===== config.mk =====
export PLATFORM = sky130hd
export DESIGN_NAME = rtctcm_top
export DESIGN_NICKNAME = d
export VERILOG_FILES = /design/src/design/rtctcm_pkg.sv /design/src/design/rtctcm_sync.sv /design/src/design/rtctcm_top.sv
export SDC_FILE = /design/constraint.sdc
export NUM_CORES = 1
export LEC_CHECK = 0
export ABC_CLOCK_PERIOD_IN_PS = 2900
export BUFFER_PORTS_ARGS = -buffer_cell sky130_fd_sc_hd__buf_4
export CAP_MARGIN = 20
export CORE_ASPECT_RATIO = 1.5
export CORE_MARGIN = 5
export CORE_UTILIZATION = 35
export DETAILED_ROUTE_END_ITERATION = 12
export HOLD_SLACK_MARGIN = 0.05
export SLEW_MARGIN = 20
export SYNTH_ARGS = -nofsm -noshare
export SYNTH_HDL_FRONTEND = slang
export SYNTH_SLANG_ARGS = --single-unit
export TNS_END_PERCENT = 30

===== constraint.sdc =====
create_clock -name clk_sys -period 2.9 [get_ports clk_sys]
set_clock_uncertainty 0.05 [all_clocks]
set_input_delay 0.145 -clock clk_sys [delete_from_list [all_inputs] [get_ports clk_sys]]
set_output_delay 0.145 -clock clk_sys [all_outputs]
set_load 0.05 [all_outputs]

===== src/design/rtctcm_pkg.sv =====
package rtctcm_pkg;

    // register addresses of the supervisory byte map
    localparam logic [14:0] ADDR_RAM_TOP = 15'h7FEF;
    localparam logic [14:0] ADDR_RSV_LO = 15'h7FF0;
    localparam logic [14:0] ADDR_HUND = 15'h7FF7;
    localparam logic [14:0] ADDR_CAL_CTRL = 15'h7FF8;
    localparam logic [14:0] ADDR_SEC = 15'h7FF9;
    localparam logic [14:0] ADDR_MIN = 15'h7FFA;
    localparam logic [14:0] ADDR_HOUR = 15'h7FFB;
    localparam logic [14:0] ADDR_WDAY = 15'h7FFC;
    localparam logic [14:0] ADDR_DATE = 15'h7FFD;
    localparam logic [14:0] ADDR_MONTH = 15'h7FFE;
    localparam logic [14:0] ADDR_YEAR = 15'h7FFF;

    // field positions
    localparam int CAL_SIGN_BIT = 5;
    localparam int CAL_SLEEP_BIT = 6;
    localparam int CAL_WCLK_BIT = 7;
    localparam int SEC_HALT_BIT = 7;
    localparam int WDAY_BLOW_BIT = 7;
    localparam int WDAY_FT_BIT = 6;
    localparam int WDAY_ARM_BIT = 5;
    localparam int WDAY_TAMP_BIT = 4;

    // reset values
    localparam logic [7:0] CAL_CTRL_RST = 8'h00;
    localparam logic [7:0] BYTE_RST = 8'h00;

    // oscillator chain counts
    localparam logic [15:0] SEC_OSC_CYCLES = 16'h8000;
    localparam logic [15:0] CAL_POS_ADJ = 16'h0100;
    localparam logic [15:0] CAL_NEG_ADJ = 16'h0080;
    localparam logic [5:0] SEC_PER_MIN_LAST = 6'h3B;
    localparam logic [5:0] CAL_CYCLE_LAST = 6'h3F;
    localparam int FT_DIV_BITS = 6;

    // pin synchroniser lanes
    localparam int PIN_OSC = 0;
    localparam int PIN_TAMPER = 1;
    localparam int PIN_VCC = 2;
    localparam int PIN_BAT = 3;
    localparam int PIN_COUNT = 4;

    // register request from the serial engine
    typedef struct packed {
        logic wr;
        logic rd;
        logic stop;
        logic [14:0] addr;
        logic [7:0] wdata;
    } rtctcm_regreq_type;

    // live time bytes from the clock counters
    typedef struct packed {
        logic [7:0] hund;
        logic [7:0] sec;
        logic [7:0] min;
        logic [7:0] hour;
        logic [7:0] wday;
        logic [7:0] date;
        logic [7:0] month;
        logic [7:0] year;
    } rtctcm_time_type;

    typedef enum logic [1:0] {
        PWR_OFF = 2'b00,
        PWR_CHECK = 2'b01,
        PWR_ON = 2'b10
    } rtctcm_pwr_type;

endpackage


===== src/design/rtctcm_sync.sv =====
`timescale 1ns/1ps

module rtctcm_sync #(
    parameter int WIDTH = 4
) (
    input wire logic clk_sys,
    input wire logic resetn,
    input wire logic [WIDTH-1:0] pin_async,
    output logic [WIDTH-1:0] pin_level
);

    // refuse an empty synchroniser
    if (WIDTH < 1) begin : g_width_check
        $error("rtctcm_sync width must be at least one");
    end

    logic [WIDTH-1:0] s1_ff;
    logic [WIDTH-1:0] s2_ff;
    logic [WIDTH-1:0] s3_ff;
    logic [WIDTH-1:0] level_ff;

    // three stages per lane, change taken once stage two and three agree
    for (genvar i = 0; i < WIDTH; i++) begin : g_lane
        always_ff @(posedge clk_sys or negedge resetn) begin
            if (!resetn) begin
                s1_ff[i] <= 1'b0;
                s2_ff[i] <= 1'b0;
                s3_ff[i] <= 1'b0;
                level_ff[i] <= 1'b0;
            end else begin
                s1_ff[i] <= pin_async[i];
                s2_ff[i] <= s1_ff[i];
                s3_ff[i] <= s2_ff[i];
                if (s2_ff[i] == s3_ff[i]) begin
                    level_ff[i] <= s3_ff[i];
                end
            end
        end
    end

    assign pin_level = level_ff;

endmodule


===== src/design/rtctcm_top.sv =====
`timescale 1ns/1ps

module rtctcm_top (
    input wire logic clk_sys,
    input wire logic resetn,
    input wire rtctcm_pkg::rtctcm_regreq_type reg_req,
    input wire rtctcm_pkg::rtctcm_time_type live_time,
    input wire logic osc_32k_pin,
    input wire logic tamper_input_pin,
    input wire logic vcc_ok_pin,
    input wire logic bat_ok_pin,
    output logic [7:0] reg_rdata,
    output logic reg_rvalid,
    output logic sec_tick,
    output logic oscillator_halt,
    output logic write_clock,
    output logic sleep_arm,
    output logic freq_test_out,
    output logic freq_test_oe_n
);
    import rtctcm_pkg::*;

    logic [PIN_COUNT-1:0] pins_async;
    logic [PIN_COUNT-1:0] pins_s;
    logic osc_s;
    logic tamper_s;
    logic vcc_s;
    logic bat_s;

    logic osc_prev_ff;
    logic osc_tick;
    logic vcc_prev_ff;
    rtctcm_pwr_type pwr_ff;

    logic [7:0] cal_ctrl_ff;
    logic osc_halt_ff;
    logic tamper_arm_ff;
    logic freq_test_en_ff;
    logic tamper_flag_ff;
    logic battery_low_flag_ff;

    logic hold_ff;
    rtctcm_time_type user_time_ff;
    logic upd_en;

    logic [FT_DIV_BITS-1:0] ft_div_ff;
    logic freq_test_out_ff;
    logic freq_test_oe_n_ff;

    logic [15:0] sec_div_ff;
    logic [15:0] sec_len;
    logic [5:0] sec_in_min_ff;
    logic [5:0] cyc_min_ff;
    logic cal_active;
    logic sec_tick_ff;

    logic [7:0] rdata_ff;
    logic rvalid_ff;
    logic [7:0] nxt_rdata;

    logic wr_cal;
    logic wr_sec;
    logic wr_wday;
    logic rd_clock;
    logic ram_access;
    logic arm_clear_wr;

    // all external pins through the three-stage synchroniser
    assign pins_async[PIN_OSC] = osc_32k_pin;
    assign pins_async[PIN_TAMPER] = tamper_input_pin;
    assign pins_async[PIN_VCC] = vcc_ok_pin;
    assign pins_async[PIN_BAT] = bat_ok_pin;

    rtctcm_sync #(
        .WIDTH(PIN_COUNT)
    ) u_sync (
        .clk_sys(clk_sys),
        .resetn(resetn),
        .pin_async(pins_async),
        .pin_level(pins_s)
    );

    assign osc_s = pins_s[PIN_OSC];
    assign tamper_s = pins_s[PIN_TAMPER];
    assign vcc_s = pins_s[PIN_VCC];
    assign bat_s = pins_s[PIN_BAT];

    // register access decode
    assign wr_cal = reg_req.wr && (reg_req.addr == ADDR_CAL_CTRL);
    assign wr_sec = reg_req.wr && (reg_req.addr == ADDR_SEC);
    assign wr_wday = reg_req.wr && (reg_req.addr == ADDR_WDAY);
    assign rd_clock = reg_req.rd && (reg_req.addr >= ADDR_SEC);
    assign ram_access = (reg_req.rd || reg_req.wr) && (reg_req.addr <= ADDR_RAM_TOP);
    assign arm_clear_wr = wr_wday && !reg_req.wdata[WDAY_ARM_BIT];

    // oscillator edge, gated off while halted
    always_ff @(posedge clk_sys or negedge resetn) begin
        if (!resetn) begin
            osc_prev_ff <= 1'b0;
        end else begin
            osc_prev_ff <= osc_s;
        end
    end

    assign osc_tick = osc_s && !osc_prev_ff && !osc_halt_ff;

    // main supply state and battery check
    always_ff @(posedge clk_sys or negedge resetn) begin
        if (!resetn) begin
            pwr_ff <= PWR_OFF;
            vcc_prev_ff <= 1'b0;
        end else begin
            vcc_prev_ff <= vcc_s;
            unique case (pwr_ff)
                PWR_OFF: begin
                    if (vcc_s) begin
                        pwr_ff <= PWR_CHECK;
                    end
                end
                PWR_CHECK: begin
                    pwr_ff <= vcc_s ? PWR_ON : PWR_OFF;
                end
                PWR_ON: begin
                    if (!vcc_s) begin
                        pwr_ff <= PWR_OFF;
                    end
                end
                default: begin
                    pwr_ff <= PWR_OFF;
                end
            endcase
        end
    end

    // battery-low flag, only touched by the power-up check
    always_ff @(posedge clk_sys or negedge resetn) begin
        if (!resetn) begin
            battery_low_flag_ff <= 1'b0;
        end else if (pwr_ff == PWR_CHECK && vcc_s) begin
            battery_low_flag_ff <= !bat_s;
        end
    end

    // calibration control byte, all bits writable
    always_ff @(posedge clk_sys or negedge resetn) begin
        if (!resetn) begin
            cal_ctrl_ff <= CAL_CTRL_RST;
        end else if (wr_cal) begin
            cal_ctrl_ff <= reg_req.wdata;
        end
    end

    // oscillator halt in the seconds byte
    always_ff @(posedge clk_sys or negedge resetn) begin
        if (!resetn) begin
            osc_halt_ff <= 1'b0;
        end else if (wr_sec) begin
            osc_halt_ff <= reg_req.wdata[SEC_HALT_BIT];
        end
    end

    // tamper arm bit; zero after reset so a stale arm never freezes time
    always_ff @(posedge clk_sys or negedge resetn) begin
        if (!resetn) begin
            tamper_arm_ff <= 1'b0;
        end else if (wr_wday) begin
            tamper_arm_ff <= reg_req.wdata[WDAY_ARM_BIT];
        end
    end

    // freq test enable, dropped whenever main supply falls
    always_ff @(posedge clk_sys or negedge resetn) begin
        if (!resetn) begin
            freq_test_en_ff <= 1'b0;
        end else if (!vcc_s && vcc_prev_ff) begin
            freq_test_en_ff <= 1'b0;
        end else if (wr_wday) begin
            freq_test_en_ff <= reg_req.wdata[WDAY_FT_BIT];
        end
    end

    // tamper flag: set wins, not gated by supply state
    always_ff @(posedge clk_sys or negedge resetn) begin
        if (!resetn) begin
            tamper_flag_ff <= 1'b0;
        end else if (tamper_arm_ff && tamper_s) begin
            tamper_flag_ff <= 1'b1;
        end else if (!tamper_arm_ff && !tamper_s) begin
            tamper_flag_ff <= 1'b0;
        end
    end

    // read hold: clock read or tamper resume holds until stop or RAM access
    always_ff @(posedge clk_sys or negedge resetn) begin
        if (!resetn) begin
            hold_ff <= 1'b0;
        end else if (reg_req.stop || ram_access) begin
            hold_ff <= 1'b0;
        end else if (rd_clock || (arm_clear_wr && tamper_flag_ff)) begin
            hold_ff <= 1'b1;
        end
    end

    assign upd_en = !tamper_flag_ff && !hold_ff && !(tamper_arm_ff && tamper_s);

    // user-visible time copy, frozen on tamper or read hold
    always_ff @(posedge clk_sys or negedge resetn) begin
        if (!resetn) begin
            user_time_ff <= '0;
        end else if (upd_en) begin
            user_time_ff <= live_time;
        end
    end

    // free 512 Hz divider straight off the oscillator, no calibration path
    always_ff @(posedge clk_sys or negedge resetn) begin
        if (!resetn) begin
            ft_div_ff <= '0;
        end else if (osc_tick) begin
            ft_div_ff <= ft_div_ff + 1'b1;
        end
    end

    // open-drain freq test pin: enable low pulls the line low
    always_ff @(posedge clk_sys or negedge resetn) begin
        if (!resetn) begin
            freq_test_out_ff <= 1'b0;
            freq_test_oe_n_ff <= 1'b1;
        end else begin
            freq_test_out_ff <= 1'b0;
            freq_test_oe_n_ff <= !(freq_test_en_ff && !osc_halt_ff && !ft_div_ff[FT_DIV_BITS-1]);
        end
    end

    // correction applies to the first second of the first 2N minutes
    assign cal_active = (sec_in_min_ff == 6'h00) && (cyc_min_ff < {cal_ctrl_ff[4:0], 1'b0});
    always_comb begin
        sec_len = SEC_OSC_CYCLES;
        if (cal_active) begin
            if (cal_ctrl_ff[CAL_SIGN_BIT]) begin
                sec_len = SEC_OSC_CYCLES - CAL_POS_ADJ;
            end else begin
                sec_len = SEC_OSC_CYCLES + CAL_NEG_ADJ;
            end
        end
    end

    // calibrated second divider and minute position in the 64-minute cycle
    always_ff @(posedge clk_sys or negedge resetn) begin
        if (!resetn) begin
            sec_div_ff <= '0;
            sec_in_min_ff <= '0;
            cyc_min_ff <= '0;
            sec_tick_ff <= 1'b0;
        end else begin
            sec_tick_ff <= 1'b0;
            if (osc_tick) begin
                if (sec_div_ff >= sec_len - 16'h0001) begin
                    sec_div_ff <= '0;
                    sec_tick_ff <= 1'b1;
                    if (sec_in_min_ff == SEC_PER_MIN_LAST) begin
                        sec_in_min_ff <= '0;
                        cyc_min_ff <= cyc_min_ff + 1'b1;
                    end else begin
                        sec_in_min_ff <= sec_in_min_ff + 1'b1;
                    end
                end else begin
                    sec_div_ff <= sec_div_ff + 1'b1;
                end
            end
        end
    end

    // read data mux
    always_comb begin
        nxt_rdata = BYTE_RST;
        unique case (reg_req.addr)
            ADDR_HUND: nxt_rdata = user_time_ff.hund;
            ADDR_CAL_CTRL: nxt_rdata = cal_ctrl_ff;
            ADDR_SEC: nxt_rdata = {osc_halt_ff, user_time_ff.sec[6:0]};
            ADDR_MIN: nxt_rdata = user_time_ff.min;
            ADDR_HOUR: nxt_rdata = user_time_ff.hour;
            ADDR_WDAY: nxt_rdata = {battery_low_flag_ff, freq_test_en_ff, tamper_arm_ff,
                                    tamper_flag_ff, 1'b0, user_time_ff.wday[2:0]};
            ADDR_DATE: nxt_rdata = user_time_ff.date;
            ADDR_MONTH: nxt_rdata = user_time_ff.month;
            ADDR_YEAR: nxt_rdata = user_time_ff.year;
            default: nxt_rdata = BYTE_RST;
        endcase
    end

    // read answer one cycle after the request
    always_ff @(posedge clk_sys or negedge resetn) begin
        if (!resetn) begin
            rdata_ff <= BYTE_RST;
            rvalid_ff <= 1'b0;
        end else begin
            rvalid_ff <= reg_req.rd;
            if (reg_req.rd) begin
                rdata_ff <= nxt_rdata;
            end
        end
    end

    assign reg_rdata = rdata_ff;
    assign reg_rvalid = rvalid_ff;
    assign sec_tick = sec_tick_ff;
    assign oscillator_halt = osc_halt_ff;
    assign write_clock = cal_ctrl_ff[CAL_WCLK_BIT];
    assign sleep_arm = cal_ctrl_ff[CAL_SLEEP_BIT];
    assign freq_test_out = freq_test_out_ff;
    assign freq_test_oe_n = freq_test_oe_n_ff;

    default disable iff (!resetn);

    AST_TAMPER_SET: assert property (@(posedge clk_sys) tamper_arm_ff && tamper_s |=> tamper_flag_ff)
        else $error("tamper flag not set by armed pin");
    AST_NO_SET_DISARMED: assert property (@(posedge clk_sys)
        !tamper_flag_ff && !tamper_arm_ff |=> !tamper_flag_ff)
        else $error("tamper flag set while disarmed");
    AST_FLAG_STICKS: assert property (@(posedge clk_sys)
        tamper_flag_ff && (tamper_arm_ff || tamper_s) |=> tamper_flag_ff)
        else $error("tamper flag cleared too early");
    AST_FREEZE: assert property (@(posedge clk_sys) tamper_flag_ff |=> $stable(user_time_ff))
        else $error("time bytes moved while tamper flag set");
    AST_HOLD: assert property (@(posedge clk_sys)
        rd_clock ##1 (!reg_req.stop && !ram_access) [*2] |=> $stable(user_time_ff))
        else $error("time bytes moved during clock read hold");
    AST_CAL_WINDOW: assert property (@(posedge clk_sys)
        osc_tick && sec_len != SEC_OSC_CYCLES |-> sec_in_min_ff == 6'h00
        && cyc_min_ff < {cal_ctrl_ff[4:0], 1'b0})
        else $error("calibration outside the first 2N minutes");
    AST_FT_OFF: assert property (@(posedge clk_sys) !freq_test_en_ff || osc_halt_ff |=> freq_test_oe_n_ff)
        else $error("freq test pin driven while disabled");
    AST_FT_PWRDN: assert property (@(posedge clk_sys) !vcc_s && vcc_prev_ff |=> !freq_test_en_ff)
        else $error("freq test enable survived power-down");
    AST_BL_STABLE: assert property (@(posedge clk_sys) pwr_ff != PWR_CHECK |=> $stable(battery_low_flag_ff))
        else $error("battery low flag changed outside power-up check");
    AST_HALT: assert property (@(posedge clk_sys) osc_halt_ff |=> $stable(sec_div_ff) && $stable(ft_div_ff))
        else $error("oscillator chain ran while halted");

endmodule


After elaboration in Yosys (flattened, before gate mapping)
Cells that the tools add are included.
Widths: inputs -> output; s select.
{ "word_totals": {"regBits": 137, "latchBits": 0, "mem_bits_rw": 0, "mem_bits_ro": 0, "in_bits": 96, "out_inout_bits": 15, "elab_cells": 127, "memories": 0} }
{ "op_classes": {"n_addsub": 5, "n_mul": 0, "div_mod_pow": 0, "n_lt_le_gt_ge": 4, "n_eq_ne": 18, "shifts": 0, "n_mux": 17, "bitwise_logic": 0, "reduce_logical": 41} }
{ "ops": {"columns": ["op", "n"], "rows": [
  ["$eq 15x15->1 const B", 9],
  ["$pmux 8 s9", 1],
  ["$mux 16", 3],
  ["$add 6x1->6 const B", 3],
  ["$logic_and 1x1->1", 18],
  ["$add 16x1->16 const B", 1],
  ["$ge 16x16->1", 1],
  ["$sub 16x1->16 const B", 1],
  ["$ge 15x15->1 const B", 1],
  ["$le 15x15->1 const B", 1],
  ["$logic_not 1->1", 12],
  ["$mux 1", 8],
  ["$eq 6x6->1 const B", 1],
  ["$logic_not 6->1", 1],
  ["$lt 6x6->1", 1],
  ["$mux 2", 3],
  ["$mux 6", 1],
  ["$pmux 2 s3", 1],
  ["$reduce_bool 2->1", 3],
  ["$eq 1x1->1", 4],
  ["$reduce_and 2->1", 2],
  ["$logic_or 1x1->1", 3],
  ["$reduce_and 3->1", 1],
  ["$eq 2x1->1 const B", 1],
  ["other kinds (4)", 4]
]} }

Depth between registers and ports, before layout
Gate-level depths: netlist of run 1.
{ "logic_depth": {"ltp_word": 7, "mapped_depth": 14} }

Hierarchy
Synthesis of run 1 repeated with hierarchy kept, for this count alone.
{ "unflattened": {"hier_cells": 489, "hier_area_um2": 6324.8} }
{ "modules_own_cells": {"columns": ["module", "n_inst", "cells_each", "area_per_inst_um2", "seq_area_each_um2"], "rows": [
  ["rtctcm_top", 1, 469, 5879.4, 3029.2],
  ["rtctcm_sync", 1, 20, 445.4, 400.4]
]} }

Least setup slack after synthesis of run 1
OpenSTA, ideal clock, no wires.
{ "synth_timing": {"kind": "flip-flop to flip-flop", "from": "register cyc_min_ff[2]", "to": "register cyc_min_ff[3]", "setup_ns": 0.124, "arrival_ns": 2.850, "path_slack_ns": -0.124, "stages_incl_launch_ff": 13, "synth_period_minus_slack_ns": 3.024, "path_cell_list": "dfrtp_1 > ha_1 > a21o_1 > a21o_1 > a21oi_1 > o2111a_1 > ha_1 > nand4_1 > o221ai_1 > a211oi_2 > buf_2 > and4b_1 > xor2_1"} }
{ "synth_between": {"elab_chain_cells": 6} }
{ "synth_lines": {"columns": ["element", "line", "text"], "rows": [
  ["start: declaration", "rtctcm_top.sv:53", "logic [5:0] cyc_min_ff;"],
  ["start signal: assignment", "rtctcm_top.sv:263", "cyc_min_ff <= cyc_min_ff + 1'b1;"],
  ["$lt 6x6->1", "rtctcm_top.sv:236", "assign cal_active = (sec_in_min_ff == 6'h00) && (cyc_min_ff < {cal_ctrl_ff[4:0], 1'b0});"],
  ["$logic_and 1x1->1", "rtctcm_top.sv:236", null],
  ["$mux 16", "rtctcm_top.sv:239", "if (cal_active) begin"],
  ["$sub 16x1->16", "rtctcm_top.sv:258", "if (sec_div_ff >= sec_len - 16'h0001) begin"],
  ["$ge 16x16->1", "rtctcm_top.sv:258", null],
  ["$reduce_and 3->1 (no source line)", null, null]
]} }
Parallel ways exist; a longest one is shown, timed or not.
A chain may end at the register's enable or synchronous reset.

Worst setup path after layout of run 1
{ "layout_timing": {"from": "register cal_ctrl_ff[1]", "to": "register cyc_min_ff[1]"} }
{ "layout_between": {"elab_chain_cells": 6} }
{ "layout_lines": {"columns": ["element", "line", "text"], "rows": [
  ["start: declaration", "rtctcm_top.sv:35", "logic [7:0] cal_ctrl_ff;"],
  ["start signal: assignment", "rtctcm_top.sv:149", "cal_ctrl_ff <= reg_req.wdata;"],
  ["$lt 6x6->1", "rtctcm_top.sv:236", null],
  ["$logic_and 1x1->1", "rtctcm_top.sv:236", null],
  ["$mux 16", "rtctcm_top.sv:239", null],
  ["$sub 16x1->16", "rtctcm_top.sv:258", null],
  ["$ge 16x16->1", "rtctcm_top.sv:258", null],
  ["$reduce_and 3->1 (no source line)", null, null]
]} }
Every way passes these cells.

==> results.tsv, run 1 <==
stage	metric	value	unit
synthesis	Seq cells post-synth	137	
floorplan	Initial Utilization	35.5	%
outcome	failing checks	setup timing	
routing	Detailed Route WL	16000	um
setup_path	startpoint types	flip-flop	
outcome	status	complete, but fails checks	
cells_and_area	Nets	832	
timing	min Tclk post-route	3.06	ns
routing	drc violations	0	
cts	Root Buffer	clkbuf_16	
cts	CTS Buf Count	17	
timing	final setup fails	29	
setup_path	CP cell instances	inv_1, ha_1, a21o_1, a21o_1, a21oi_2, o2111ai_1, ha_1, nand4_1, o221ai_2, a211oi_2, buf_4, nor3b_4, mux2_2	
grt	first-pass GRT wire length	26400	um
cts	CTS tree	yes	
setup_path	Crit. End Element	flip-flop	
job	max-cap violations	0	
floorplan	Die X	120	um
placement	final HPWL from detailed placement	11300	um
cts	clock tree sinks	137	
cts	CTS H-tree lvls	4	
cells_and_area	Area Growth Syn to Fin	40.3	%
setup_path	slowest stage delay, CP	0.35	ns
floorplan	die area	21000	sq um
timing	actual slew at the worst max-slew pin	0.911	ns
placement	GP Congestion	0.829	
grt	total global-route track usage	15.9	%
floorplan	# rows	60	
cts	worst-case clock buffer depth	2	
floorplan	core footprint	17900	sq um
routing	Routed Antenna Nets	0	
grt	antenna violations before repair	0	
grt	grt ovf	0	
setup_path	Worst path slowest cell	dfrtp_1	
routing	via count	4836	
setup_path	Critical path buffers and inverters	2	
floorplan	DIE HEIGHT	175	um
setup_path	critical path fanouts, max	3	
routing	number of vias per cell	5.11	
cts	clk slew on worst S/H paths	0.06	ns
synthesis	synth unique cells	59	
placement	port bufs	103	
power	maximum vdd drop	357	uV
floorplan	Top Ports	111	
setup_path	CP delay by family, top	compound AO/OA/AOI/OAI gates	
cts	clk_lat worst skew	0.41	ns
synthesis	Yosys warning total	0	
power	PwrDens	551	nW/um^2
grt	vias in the first global route	5370	
setup_path	crit path kind	reg2reg	
synthesis	fraction of registers with async set/reset	100	%
synthesis	post-synthesis cell area	6340	sq um
synthesis	Synth Instances	518	
worst_hold_path	HP Class	in2reg	
synthesis	EDFF count, synth	0	
timing	RSZ-0062 raised after global routing	true	
grt	largest net degree at the start of global routing	113	
timing	relative slew slack	39.3	%
power	P_leak	4.03	nW
power	Total Power	4.90	mW
timing	Period Utilization, post-route	106	%
cells_and_area	# diodes	0	
cells_and_area	share of cells above drive strength 1	36.2	%
synthesis	sequential-to-total area share from yosys stat	54.1	%
setup_path	WP data required	3.15	ns
synthesis	post-synth net total	633	
timing	Max Clock Freq	327	MHz
cells_and_area	Layout Utilization	49.8	%
routing	number of DRC markers in iteration 0	154	
timing	fin. max-slew vios	0	
synthesis	Most used DFF post-synth	dfrtp_1	
routing	1st-pass router iterations	5	
synthesis	Syn Area/Cell	12.2	sq um
timing	final setup margin	-0.162	ns
timing	Fin. Hold Viols	0	
setup_path	critical path arrival	3.31	ns
routing	DR WL/cell	16.9	um
==> worst register-to-register path: cells and delay by family, from the launching register on <==
kind                       cells  cell delay (ns)
AOI/OAI and AO/OA              6             0.96
DFF                            1             0.35
buffers and inverters          2             0.21
muxes                          1             0.35
and+or+nand+nor                2             0.40
adders and majority gates      2             0.63
==> report_power, final <==
| part | internal, mW | switching [mW] |
|---|---|---|
| Sequential | 2.05 | 0.114 |
| Combinational | 0.294 | 0.221 |
| Clock | 1.36 | 0.859 |
| Total | 3.71 | 1.19 |
==> metal layers <==
metal | vias up | part of all wire [%] | global-route usage, % | routed length (um)
met5 | - | 0 | 0 | 0
met1 | 2421 | 38 | 17.1 | 6100
li1 | 2264 | - | - | -
met2 | 120 | 55 | 29.2 | 8810
met3 | 31 | 4.4 | 4.57 | 700
met4 | 0 | 2.6 | 5.69 | 410
==> placed cells by master (no fill, tap or decap), types with 4 or more instances in the layout <==
cell type / Yosys / layout
nor2_1: 29 / 27
xor2_1: 9 / 9
clkbuf_16: 0 / 17
inv_1: 14 / 14
mux2i_1: 7 / 7
o2bb2ai_1: 6 / 6
o21ai_0: 15 / 12
a22oi_1: 6 / 6
inv_6: 0 / 4
nor3_2: 1 / 4
mux4_2: 5 / 5
clkinvlp_4: 0 / 4
maj3_1: 4 / 4
dfrtp_1: 136 / 136
xnor2_1: 16 / 16
a221oi_1: 4 / 4
nand3b_1: 4 / 4
ha_1: 19 / 18
mux2_2: 78 / 78
nand3_1: 12 / 12
nand2_1: 41 / 41
and3_1: 4 / 4
dlygate4sd3_1: 0 / 74
a21oi_1: 11 / 9
buf_4: 1 / 126
nor3_1: 12 / 9
nand4_1: 8 / 8
nor2b_1: 4 / 4
==> worst paths after layout <==
path / start / end / slack (ns) / cells past startpoint
min in group asynchronous: resetn / user_time_ff[22] / 0.33 / 2
setup reg to reg: cal_ctrl_ff[1] / cyc_min_ff[1] / -0.16 / 13
setup / recovery: cal_ctrl_ff[1] / cyc_min_ff[1] / -0.16 / 13
max in group asynchronous: resetn / sec_in_min_ff[0] / 1.62 / 3
hold / removal: reg_req[11] / reg_rdata[5] / 0.07 / 3
hold reg to reg: u_sync.s1_ff[2] / u_sync.s2_ff[2] / 0.30 / 0
==> cell families after synthesis <==
| logic type | Yosys count | share of synthesized area [%] |
|---|---|---|
| adder cells (fa/ha/maj) | 23 | 4.38 |
| XOR/XNOR | 25 | 3.45 |
| multiplexers | 90 | 16.7 |
| AO/OA/AOI/OAI | 68 | 7.74 |
| flip-flops | 137 | 54.1 |
| AND/OR/NAND/NOR | 136 | 11.0 |
| buffers and inverters | 38 | 2.51 |
| other | 1 | 0.0591 |
==> flip-flops by register name, indices dropped and copies added (netlist names), 6 cells and up <==
register,count
user_time_ff,58
sec_div_ff,16
cal_ctrl_ff,8
reg_rdata,8
cyc_min_ff,6
ft_div_ff,6
sec_in_min_ff,6
==> synthesized netlist by cell type (4+ instances only) <==
library cell / instances / area (sq um)
dfrtp_1: 136 / 3400
inv_1: 14 / 52.6
mux2_2: 78 / 878
o21ai_0: 15 / 75.1
nand4_1: 8 / 50.1
nor2b_1: 4 / 25.0
a22oi_1: 6 / 45.0
ha_1: 19 / 238
clkbuf_1: 11 / 41.3
nand2_1: 41 / 154
maj3_1: 4 / 40.0
xor2_1: 9 / 78.8
nor3_1: 12 / 60.1
nand3b_1: 4 / 30.0
and3_1: 4 / 25.0
nand3_1: 12 / 60.1
mux4_2: 5 / 113
a221oi_1: 4 / 35.0
o2bb2ai_1: 6 / 52.6
a21oi_1: 11 / 55.1
mux2i_1: 7 / 70.1
nor2_1: 29 / 109
xnor2_1: 16 / 140
buf_2: 10 / 50.1
==> layout make-up <==
type                       count  area (sq um)
clock inverter                13           169
inverter                      16          60.1
timing repair buffer         202          1710
fill                        1587          8970
multi-input combinational    343          2820
clock buffer                  18           429
tap                          217           272
sequential                   137          3430
==> what timing repair did <==
action | CTS | global route
hold buffers | 74 | 0
setup buffers | 2 | 1
endpoints found under the setup margin | 29 | 29
pin swaps | 5 | 7
gates resized for setup | 6 | 8
hold endpoints to repair | 186 | 0
==> metrics by stage <==
stage,cell area (sq um),setup slack (ns),hold WS [ns],setup TNS [ns],cells
2_1_floorplan,6350,-0.00632,-0.201,-0.00632,518
3_3_place_gp,7470,-0.0792,0.206,-0.557,838
3_5_place_dp,7470,-0.225,0.206,-3.72,838
4_1_cts,8850,-0.174,0.0547,-3.07,945
5_1_grt,8890,-0.339,0.0731,-7.55,946
6_report,8890,-0.162,0.0732,-2.26,946
(Power assumes the default switching activity.)
==> run 2: changes to the inputs <==
--- a/config.mk
+++ b/config.mk
@@ -5,12 +5,13 @@
 export SDC_FILE = /design/constraint.sdc
 export NUM_CORES = 1
 export LEC_CHECK = 0
-export ABC_CLOCK_PERIOD_IN_PS = 2900
+export ABC_CLOCK_PERIOD_IN_PS = 2800
 export BUFFER_PORTS_ARGS = -buffer_cell sky130_fd_sc_hd__buf_4
 export CAP_MARGIN = 20
 export CORE_ASPECT_RATIO = 1.5
 export CORE_MARGIN = 5
 export CORE_UTILIZATION = 35
+export CTS_CLUSTER_DIAMETER = 100
 export DETAILED_ROUTE_END_ITERATION = 12
 export HOLD_SLACK_MARGIN = 0.05
 export SLEW_MARGIN = 20
==> constraint.sdc (replaced) <==
create_clock -name clk_sys -period 2.8 [get_ports clk_sys]
set_clock_uncertainty 0.05 [all_clocks]
set_input_delay 0.14 -clock clk_sys [delete_from_list [all_inputs] [get_ports clk_sys]]
set_output_delay 0.14 -clock clk_sys [all_outputs]
set_load 0.05 [all_outputs]
==> run 2 against run 1 <==
The run still ends with setup timing left. Critical path depth is the same. Routed wire length rose by 0.73%. Combinational power rose by 4%. Setup slack got worse by 0.027 ns. Flip-flop and latch count unchanged. Core utilization rose by 0.96 points. Largest power group unchanged. First-iteration DRC count is 6.5% higher.
==> results.tsv, run 2 (synthesis results as in run 1) <==
stage	metric	value	unit
outcome	status	complete, but fails checks	
outcome	failing checks	setup timing	
timing	relative slew slack	43.6	%
routing	met2 wire len	8910	um
placement	final HPWL from detailed placement	11400	um
setup_path	critical path arrival	3.24	ns
grt	first-pass GRT wire length	27100	um
grt	total global-route track usage	16.1	%
timing	final setup fails	29	
cells_and_area	commonest non-fill, non-tap cell in the layout	dfrtp_1	
timing	Max Clock Freq	335	MHz
placement	cell count after placement	846	
grt	largest net degree at the start of global routing	96	
power	maximum vdd drop	361	uV
floorplan	Die X	120	um
cells_and_area	Nets	840	
grt	vias in the first global route	5521	
cells_and_area	post-route cell area	9060	sq um
floorplan	core footprint	17900	sq um
timing	Fin. Hold Viols	0	
routing	via count	4919	
grt	grt ovf	0	
cells_and_area	share of cells above drive strength 1	37.9	%
timing	actual slew at the worst max-slew pin	0.847	ns
timing	Period Utilization, post-route	107	%
cts	CTS tree	yes	
routing	number of DRC markers in iteration 0	164	
job	max-cap violations	0	
routing	1st-pass router iterations	4	
timing	RSZ-0062 raised after global routing	true	
cts	Root Buffer	clkbuf_16	
placement	Placed Area	7540	sq um
cells_and_area	Largest Register	user_time_ff	
setup_path	Crit. End Element	flip-flop	
cts	clk_lat worst skew	0.41	ns
floorplan	die area	21000	sq um
worst_hold_path	HP Class	in2reg	
cts	clock tree sinks	137	
power	PwrDens	582	nW/um^2
cts	clk slew on worst S/H paths	0.06	ns
routing	DR WL/cell	16.9	um
cells_and_area	non-filler cells, final	955	
timing	final setup margin	-0.189	ns
cts	CTS H-tree lvls	4	
routing	number of vias per cell	5.15	
cells_and_area	biggest regs	user_time_ff: 58 flops, sec_div_ff: 16 flops	
cts	worst-case clock buffer depth	2	
floorplan	Initial Utilization	35.5	%
cells_and_area	area of the multi-input gates	2880	sq um
cells_and_area	max FFs per register	58	
cells_and_area	register area	3430	sq um
timing	fin. max-slew vios	0	
floorplan	DIE HEIGHT	175	um
power	P_leak	4.11	nW
setup_path	startpoint types	flip-flop	
floorplan	Top Ports	111	
cells_and_area	commonest non-fill, non-tap cells in the layout	dfrtp_1, buf_4, mux2_2, dlygate4sd3_1, nand2_1	
placement	port bufs	103	
timing	Min Hold Slack	0.0868	ns
setup_path	WP data required	3.05	ns
timing	min Tclk post-route	2.99	ns
grt	antenna violations before repair	0	
routing	drc violations	0	
routing	met1 WL	5940	um
timing	final setup TNS	-3.52	ns
cells_and_area	fill count	1543	
cells_and_area	Area Growth Syn to Fin	43.0	%
cells_and_area	Layout Utilization	50.7	%
setup_path	crit path kind	reg2reg	
routing	Detailed Route WL	16100	um
floorplan	# rows	60	
routing	WL met3	780	um
cts	CTS Buf Count	17	
routing	DR top layer	met4	
placement	GP Congestion	0.841	
routing	Routed Antenna Nets	0	
setup_path	critical path fanouts, max	5	
## run 2: cell types whose count changed in the layout (fill, tap and decap cells not counted), sizes merged
cell / delta
clkinv: +1
clkinvlp: -3
clkbuf: -1
dlygate4sd3: +1
bufinv: +2
diode: +1
buf: +8
## run 2: final timing paths
| kind | start | end | slack, ns | cells after the start |
|---|---|---|---|---|
| worst max-delay path | cal_ctrl_ff[1] | cyc_min_ff[1] | -0.19 | 13 |
| worst min-delay path | reg_req[25] | oscillator_halt | 0.09 | 3 |
| worst max register to register | cal_ctrl_ff[1] | cyc_min_ff[1] | -0.19 | 13 |
| worst min register to register | u_sync.s1_ff[2] | u_sync.s2_ff[2] | 0.30 | 0 |
| max in group asynchronous | resetn | sec_in_min_ff[5] | 1.62 | 3 |
| min in group asynchronous | resetn | user_time_ff[46] | 0.32 | 2 |
## run 2: final cells by class
type,count,area share [%]
repair buffers,210,19.5
inverters,16,0.663
clock buffers,18,4.84
clock inverters,13,2.37
diodes,1,0.0276
flip-flops and latches,137,37.8
well taps,217,3.00
multi-input cells,343,31.7
## run 2: per-layer routing
layer / up-vias / GRT usage (%)
li1: 2281 / -
met1: 2437 / 16.7
met2: 154 / 30.3
met3: 47 / 3.98
met4: 0 / 7.21
met5: - / 0
## run 2: what timing repair did
action	in CTS	in global routing
setup buffers	1	1
endpoints found under the setup margin	29	29
endpoints found under the hold margin	169	0
gates cloned	0	0
pin swaps	6	1
hold buffers	75	0
gates resized for setup	15	5
## run 2: worst max-delay path, stage by stage, from the launching register on
cell	delay (ns)
dfrtp_1	0.34
inv_1	0.04
ha_1	0.27
a21o_1	0.16
a21o_1	0.18
a21oi_2	0.16
o2111a_2	0.31
ha_4	0.16
nand4_1	0.19
o221ai_2	0.23
a211oi_2	0.06
buf_4	0.16
nor3b_4	0.22
mux2_4	0.32
## run 2: through the flow
stage / power (mW) / setup WS [ns]
2_1_floorplan: 2.50 / -0.0921
3_3_place_gp: 2.70 / -0.180
3_5_place_dp: 2.73 / -0.270
4_1_cts: 5.32 / -0.213
5_1_grt: 5.48 / -0.366
6_report: 5.27 / -0.189
## run 2: power by group
| part | internal [mW] | switching (mW) | total [mW] |
|---|---|---|---|
| clock network | 1.61 | 0.885 | 2.50 |
| registers | 2.13 | 0.112 | 2.24 |
| logic | 0.307 | 0.228 | 0.535 |
| total | 4.05 | 1.23 | 5.27 |
